### src/hw/pcg_pkg.sv
// Constants, field layouts and state records for the pin change interrupt block.
// Assumes one 125 MHz system clock and a classic Wishbone master with 32-bit data.
// Function
// - Rising-edge enable bit at 1 makes rising transitions on that pin change events.
// - Falling-edge enable bit at 1 makes falling transitions on that pin change events.
// - Enable bit at 0 means that edge direction neither raises events nor sets flags.
// - Rising edge on an enabled pin sets that pin's change flag.
// - Falling edge on an enabled pin sets that pin's change flag.
// - Any enabled edge sets the pin flag and the module change interrupt flag.
// - Hardware sets flags; software writes them, a written 0 clears until next edge.
// - Three 8-bit registers, bit n is pin n, all reset to zero.
package pcg_pkg;

	localparam int PORT_WIDTH = 8;
	localparam int ADR_WIDTH = 8;
	localparam int DAT_WIDTH = 32;

	////////////////////////////////////////////////////////////////////////////
	// Byte addresses of the register words
	localparam logic [7:0] ADR_RISE_EN = 8'h00;
	localparam logic [7:0] ADR_FALL_EN = 8'h04;
	localparam logic [7:0] ADR_FLAGS = 8'h08;
	localparam logic [7:0] ADR_IRQ_STATUS = 8'h0c;
	localparam logic [7:0] ADR_IRQ_MASK = 8'h10;

	// Status and mask layout
	localparam int IRQ_CHANGE_BIT = 0;

	// Clean samples needed before edges count: two sync stages and one previous sample
	localparam int PRIME_STAGES = 3;

	////////////////////////////////////////////////////////////////////////////
	// Values after reset
	localparam logic [7:0] RST_RISE_EN = 8'h00;
	localparam logic [7:0] RST_FALL_EN = 8'h00;
	localparam logic [7:0] RST_FLAGS = 8'h00;
	localparam logic [0:0] RST_IRQ_STATUS = 1'h0;
	localparam logic [0:0] RST_IRQ_MASK = 1'h0;
	localparam logic [31:0] RD_UNMAPPED = 32'h0000_0000;

	////////////////////////////////////////////////////////////////////////////
	// Bus request as seen by the slave
	typedef struct packed {
		logic cyc;
		logic stb;
		logic we;
		logic [3:0] sel;
		logic [ADR_WIDTH-1:0] adr;
		logic [DAT_WIDTH-1:0] dat;
	} pcg_wb_req_type;

	// Whole state of the block
	typedef struct packed {
		logic [PORT_WIDTH-1:0] rise_edge_enable;
		logic [PORT_WIDTH-1:0] fall_edge_enable;
		logic [PORT_WIDTH-1:0] pin_change_flag;
		logic [0:0] irq_status;
		logic [0:0] irq_mask;
		logic [PORT_WIDTH-1:0] sync_meta;
		logic [PORT_WIDTH-1:0] sync_pin;
		logic [PORT_WIDTH-1:0] prev_pin;
		logic [PRIME_STAGES-1:0] primed;
		logic ack;
		logic [DAT_WIDTH-1:0] rdat;
		logic irq;
		logic change_req;
	} pcg_state_type;

endpackage

### src/hw/pcg_top.sv
// Pin change interrupt logic: edge detect on eight watched pins, Wishbone registers.
// Assumes pins are asynchronous to i_clk and the bus master is classic Wishbone.
//
// Design decisions made here: the Wishbone slave port and the placing of the registers.
`timescale 1ns/10ps
`default_nettype none

module pcg_top (
	input wire logic i_clk,
	input wire logic i_rst,
	input wire logic i_ce,
	input wire logic [pcg_pkg::PORT_WIDTH-1:0] i_watched_port_pin,
	input wire logic i_wb_cyc,
	input wire logic i_wb_stb,
	input wire logic i_wb_we,
	input wire logic [3:0] i_wb_sel,
	input wire logic [pcg_pkg::ADR_WIDTH-1:0] i_wb_adr,
	input wire logic [pcg_pkg::DAT_WIDTH-1:0] i_wb_dat,
	output logic [pcg_pkg::DAT_WIDTH-1:0] o_wb_dat,
	output logic o_wb_ack,
	output logic o_irq,
	output logic o_change_req
);

	////////////////////////////////////////////////////////////////////////////
	// Declarations
	pcg_pkg::pcg_state_type st_q;
	pcg_pkg::pcg_state_type st_d;
	pcg_pkg::pcg_wb_req_type req;
	logic [pcg_pkg::PORT_WIDTH-1:0] rise_seen;
	logic [pcg_pkg::PORT_WIDTH-1:0] fall_seen;
	logic [pcg_pkg::PORT_WIDTH-1:0] rise_hit;
	logic [pcg_pkg::PORT_WIDTH-1:0] fall_hit;
	logic [pcg_pkg::PORT_WIDTH-1:0] any_hit;
	logic access;
	logic wr_lane0;
	logic wr_rise;
	logic wr_fall;
	logic wr_flags;
	logic wr_status;
	logic wr_mask;
	logic [7:0] wbyte;
	logic [7:0] word_adr;
	logic armed;

	assign req.cyc = i_wb_cyc;
	assign req.stb = i_wb_stb;
	assign req.we = i_wb_we;
	assign req.sel = i_wb_sel;
	assign req.adr = i_wb_adr;
	assign req.dat = i_wb_dat;

	////////////////////////////////////////////////////////////////////////////
	// Edge detection
	// Armed once the previous sample holds a real pin level, so a pin high at reset
	// never looks like a rise
	assign armed = st_q.primed[pcg_pkg::PRIME_STAGES-1];
	assign rise_seen = armed ? (st_q.sync_pin & ~st_q.prev_pin) : '0;
	assign fall_seen = armed ? (~st_q.sync_pin & st_q.prev_pin) : '0;
	assign rise_hit = rise_seen & st_q.rise_edge_enable;
	assign fall_hit = fall_seen & st_q.fall_edge_enable;
	assign any_hit = rise_hit | fall_hit;

	////////////////////////////////////////////////////////////////////////////
	// Bus decode
	assign access = req.cyc & req.stb & ~st_q.ack;
	assign wr_lane0 = access & req.we & req.sel[0];
	assign word_adr = {req.adr[7:2], 2'b00};
	assign wbyte = req.dat[7:0];
	assign wr_rise = wr_lane0 && (word_adr == pcg_pkg::ADR_RISE_EN);
	assign wr_fall = wr_lane0 && (word_adr == pcg_pkg::ADR_FALL_EN);
	assign wr_flags = wr_lane0 && (word_adr == pcg_pkg::ADR_FLAGS);
	assign wr_status = wr_lane0 && (word_adr == pcg_pkg::ADR_IRQ_STATUS);
	assign wr_mask = wr_lane0 && (word_adr == pcg_pkg::ADR_IRQ_MASK);

	////////////////////////////////////////////////////////////////////////////
	// Next state
	always_comb begin
		st_d = st_q;
		// Only the second stage feeds logic
		st_d.sync_meta = i_watched_port_pin;
		st_d.sync_pin = st_q.sync_meta;
		st_d.prev_pin = st_q.sync_pin;
		st_d.primed = {st_q.primed[pcg_pkg::PRIME_STAGES-2:0], 1'b1};

		if (wr_rise) begin
			st_d.rise_edge_enable = wbyte;
		end
		if (wr_fall) begin
			st_d.fall_edge_enable = wbyte;
		end

		// Written value replaces the flags, a new edge wins over a clear
		if (wr_flags) begin
			st_d.pin_change_flag = wbyte | any_hit;
		end else begin
			st_d.pin_change_flag = st_q.pin_change_flag | rise_hit | fall_hit;
		end

		// Module flag is write one to clear, set wins
		if (wr_status && wbyte[pcg_pkg::IRQ_CHANGE_BIT]) begin
			st_d.irq_status = 1'b0;
		end
		if (|any_hit) begin
			st_d.irq_status = 1'b1;
		end
		if (wr_mask) begin
			st_d.irq_mask = wbyte[0:0];
		end

		st_d.ack = access;
		if (access) begin
			unique case (word_adr)
				pcg_pkg::ADR_RISE_EN: st_d.rdat = {24'h00_0000, st_q.rise_edge_enable};
				pcg_pkg::ADR_FALL_EN: st_d.rdat = {24'h00_0000, st_q.fall_edge_enable};
				pcg_pkg::ADR_FLAGS: st_d.rdat = {24'h00_0000, st_q.pin_change_flag};
				pcg_pkg::ADR_IRQ_STATUS: st_d.rdat = {31'h0000_0000, st_q.irq_status};
				pcg_pkg::ADR_IRQ_MASK: st_d.rdat = {31'h0000_0000, st_q.irq_mask};
				default: st_d.rdat = pcg_pkg::RD_UNMAPPED;
			endcase
		end else begin
			st_d.rdat = pcg_pkg::RD_UNMAPPED;
		end

		st_d.irq = |(st_d.irq_status & st_d.irq_mask);
		st_d.change_req = |st_d.pin_change_flag;
	end

	////////////////////////////////////////////////////////////////////////////
	// State register, frozen while the clock enable is low
	always_ff @(posedge i_clk or posedge i_rst) begin
		if (i_rst) begin
			st_q.rise_edge_enable <= pcg_pkg::RST_RISE_EN;
			st_q.fall_edge_enable <= pcg_pkg::RST_FALL_EN;
			st_q.pin_change_flag <= pcg_pkg::RST_FLAGS;
			st_q.irq_status <= pcg_pkg::RST_IRQ_STATUS;
			st_q.irq_mask <= pcg_pkg::RST_IRQ_MASK;
			st_q.sync_meta <= '0;
			st_q.sync_pin <= '0;
			st_q.prev_pin <= '0;
			st_q.primed <= '0;
			st_q.ack <= 1'b0;
			st_q.rdat <= pcg_pkg::RD_UNMAPPED;
			st_q.irq <= 1'b0;
			st_q.change_req <= 1'b0;
		end else if (i_ce) begin
			st_q <= st_d;
		end
	end

	assign o_wb_dat = st_q.rdat;
	assign o_wb_ack = st_q.ack;
	assign o_irq = st_q.irq;
	assign o_change_req = st_q.change_req;
endmodule

`default_nettype wire

### config.mk
export PLATFORM = sky130hd
export DESIGN_NAME = pcg_top
export DESIGN_NICKNAME = d
export VERILOG_FILES = /design/src/hw/pcg_pkg.sv /design/src/hw/pcg_top.sv
export SDC_FILE = /design/constraint.sdc
export NUM_CORES = 1
export LEC_CHECK = 0
export BUFFER_PORTS_ARGS = -buffer_cell sky130_fd_sc_hd__buf_2
export CORE_AREA = 2 2 102 65
export DETAILED_ROUTE_END_ITERATION = 10
export DIE_AREA = 0 0 104 67
export GPL_ROUTABILITY_DRIVEN = 1
export PLACE_DENSITY = 0.8
export SLEW_MARGIN = 20
export SYNTH_ARGS = -nofsm -noshare
export SYNTH_HDL_FRONTEND = slang
export SYNTH_SLANG_ARGS = --single-unit
### constraint.sdc
create_clock -name i_clk -period 3 [get_ports i_clk]
set_input_delay 0.6 -clock i_clk [delete_from_list [all_inputs] [get_ports i_clk]]
set_output_delay 0.6 -clock i_clk [all_outputs]
set_load 0.01 [all_outputs]
==> impl_metrics.csv <==
group,metric,value,unit
clock_tree,clock_sinks,64,
grt,grt_use_met1,28.47,%
floorplan,dieArea,6968,sq um
timing,hold_viol,0,
synth,ys_seq_area_share,49.63,%
drt,ant_nets,0,
power,power_leakage,1.693,nW
final_layout,area_growth,10.28,%
clock_tree,cts_tree,"done",
flow_run,maxCapViolations,0,
grt,antenna_found_initial,0,
critical_path,cp-end-kind,"flop",
clock_tree,cts-buffers-inserted,9,
final_layout,register_area,1602,sq um
grt,first_global_vias,2226,
place,place_hpwl,4.713,mm
timing,period_share,66.75,%
timing,clock-skew-final,0.01102,ns
critical_path,crit_buf_inv,1,
drt,wl_per_cell,16.11,um
drt,wl,6.638,mm
critical_path,cp_max_fo,7,
synth,async_flop_share,100.0,%
floorplan,die_h,67,um
final_layout,multi_input_area,1381,sq um
critical_path,crit_chain,"buf_2 -> nor4_4 -> and4_1 -> nand4_1 -> a211oi_1 -> a31oi_1",
timing,max_freq,499.4,MHz
grt,grt_overflow,0,
synth,yosys_warnings,0,
timing,fin_crit,2.002,ns
timing,rsz0062_at_grt,"false",
grt,gr-usage-met2,31.66,%
critical_path,r2r-start,"o_wb_ack",
synth,synth_flop_cell,"dfrtp_1",
clock_tree,ctsRootBufferMaster,"clkbuf_8",
clock_tree,cts_hold_buf,0,
run_status,status,"complete, no violations",
floorplan,start_util,54.27,%
timing,worst_pin_slew,0.6106,ns
timing,setup_tns,0,ns
critical_path,crit_start,"i_wb_adr[5]",
floorplan,fp.dieW,104,um
grt,met3_usage,7.241,%
drt,drt_iter0_drc,142,
grt,grt.busiest_layer,"met2",
critical_path,arrival,2.22,ns
clock_tree,clk_pin_slew,0.08,ns
critical_path,worstSetupStartpointType,"input port",
grt,grt_use_total,21.09,%
synth,synth_cells,288,
final_layout,diodes,0,
place,port_buffers,39,
timing,drv_slew,0,
final_layout,mostFrequentLayoutCells,"64 x dfrtp_1, 39 x buf_2, 36 x mux2_2, 24 x conb_1, 21 x nor2_1",
clock_tree,postCtsSetupBuffers,0,
clock_tree,htreeDepth,3,
synth,synth_cell_types,39,
final_layout,layout.nets,381,
final_layout,drive_gt1_share,31.71,%
synth,ys_seq_elements,64,
worst_hold_path,hold_path_class,"in2async",
floorplan,core.rowCount,22,
critical_path,slowest_stage,"nor4_4",
clock_tree,clk_latency,0.35,ns
critical_path,crit_family,"simple AND/OR/NAND/NOR gates",
grt,grt_pass1_wl,11.06,mm
synth,synth_edf_count,0,
timing,setup_viol,0,
drt,viasPerCell,5.578,
place,placed_area,3362,sq um
synth,avgSynthCellArea,11.20,sq um
grt,grt_start_max_net_pins,45,
critical_path,required,3.22,ns
clock_tree,post_cts_resized,0,
place,place.gp.congestion,0.8927,
critical_path,worstSetupPathType,"in2reg",
drt,dr.pass1.iters,4,
final_layout,final_common_cell,"dfrtp_1",
final_layout,fillCellCount,538,
power,ir_worst_vdd,311.2,uV
floorplan,io_pins,93,
clock_tree,clockBufferDepth,2,
critical_path,slowest_delay,0.42,ns
synth,synth_area,3227,sq um
power,powerDensity,533.6,nW/um^2
floorplan,core_area,5946,sq um
timing,slew_headroom,59.21,%
drt,drc,0,
drt,routed-via-count,2298,
final_layout,postLayoutCellArea,3558,sq um
## cell usage after synthesis (6+ instances only)
| master | n | area (sq um) |
|---|---|---|
| nand2_1 | 12 | 45.04 |
| inv_1 | 8 | 30.03 |
| o2bb2ai_1 | 8 | 70.07 |
| mux2_2 | 36 | 405.4 |
| o21ai_0 | 15 | 75.07 |
| and3b_1 | 15 | 131.4 |
| nor2_1 | 21 | 78.83 |
| dfrtp_1 | 64 | 1602 |
| buf_4 | 32 | 240.2 |
| a41oi_1 | 6 | 52.55 |
| a21oi_1 | 15 | 75.07 |
| mux2i_1 | 10 | 100.1 |
## layer usage
layer / up-vias / share of wire (%)
met5: - / 0
met4: 0 / 1.6
met3: 19 / 7.8
met2: 99 / 44
met1: 1133 / 46
li1: 1047 / -
## area by class of cell
type	count	area share (%)
flip-flops and latches	64	45.01
multi-input cells	194	38.82
repair buffers	45	6.751
clock buffers	9	3.481
well taps	84	2.954
clock inverters	7	2.039
inverters	9	0.9494
## power breakdown
group	total, mW	internal (mW)	switching, mW
sequential	0.975	0.927	0.0482
combinational	0.202	0.0965	0.105
clock	0.722	0.382	0.339
## registers in the layout, summed over array words and instances, names as in the netlist
name          flops
st_d             18
st_q             34
o_wb_dat          8
o_irq             1
armed             1
o_wb_ack          1
o_change_req      1
## cells by family after synthesis
kind of cell / share of synthesized area, %
buffers and inverters: 10.24
DFF: 49.63
muxes: 16.36
other: 0.1162
and+or+nand+nor: 14.04
AOI/OAI and AO/OA: 9.617
## worst paths after layout
path / endpoint / slack (ns) / depth (start not counted)
setup / recovery: o_change_req / 1.0 / 6
hold / removal: st_d[36] / 0.22 / 2
setup reg to reg: st_q[82] / 1.12 / 4
hold reg to reg: st_d[36] / 0.47 / 1
max in group asynchronous: st_q[82] / 2.05 / 3
min in group i_clk: st_d[36] / 0.47 / 1
## metrics by stage
stage	util, %	total power [mW]	cells	setup WS, ns	hold slack, ns
finish	59.85	1.899	412	0.9976	0.2207
detailed placement	56.54	1.192	396	0.7113	0.4445
floorplan	-	1.145	311	0.8019	0.4305
CTS	59.85	1.919	412	1.079	0.2210
global placement	56.54	1.182	396	0.7104	0.4488
global route	59.85	1.993	412	0.9037	0.2308
Power figures use the tool's default switching activity.
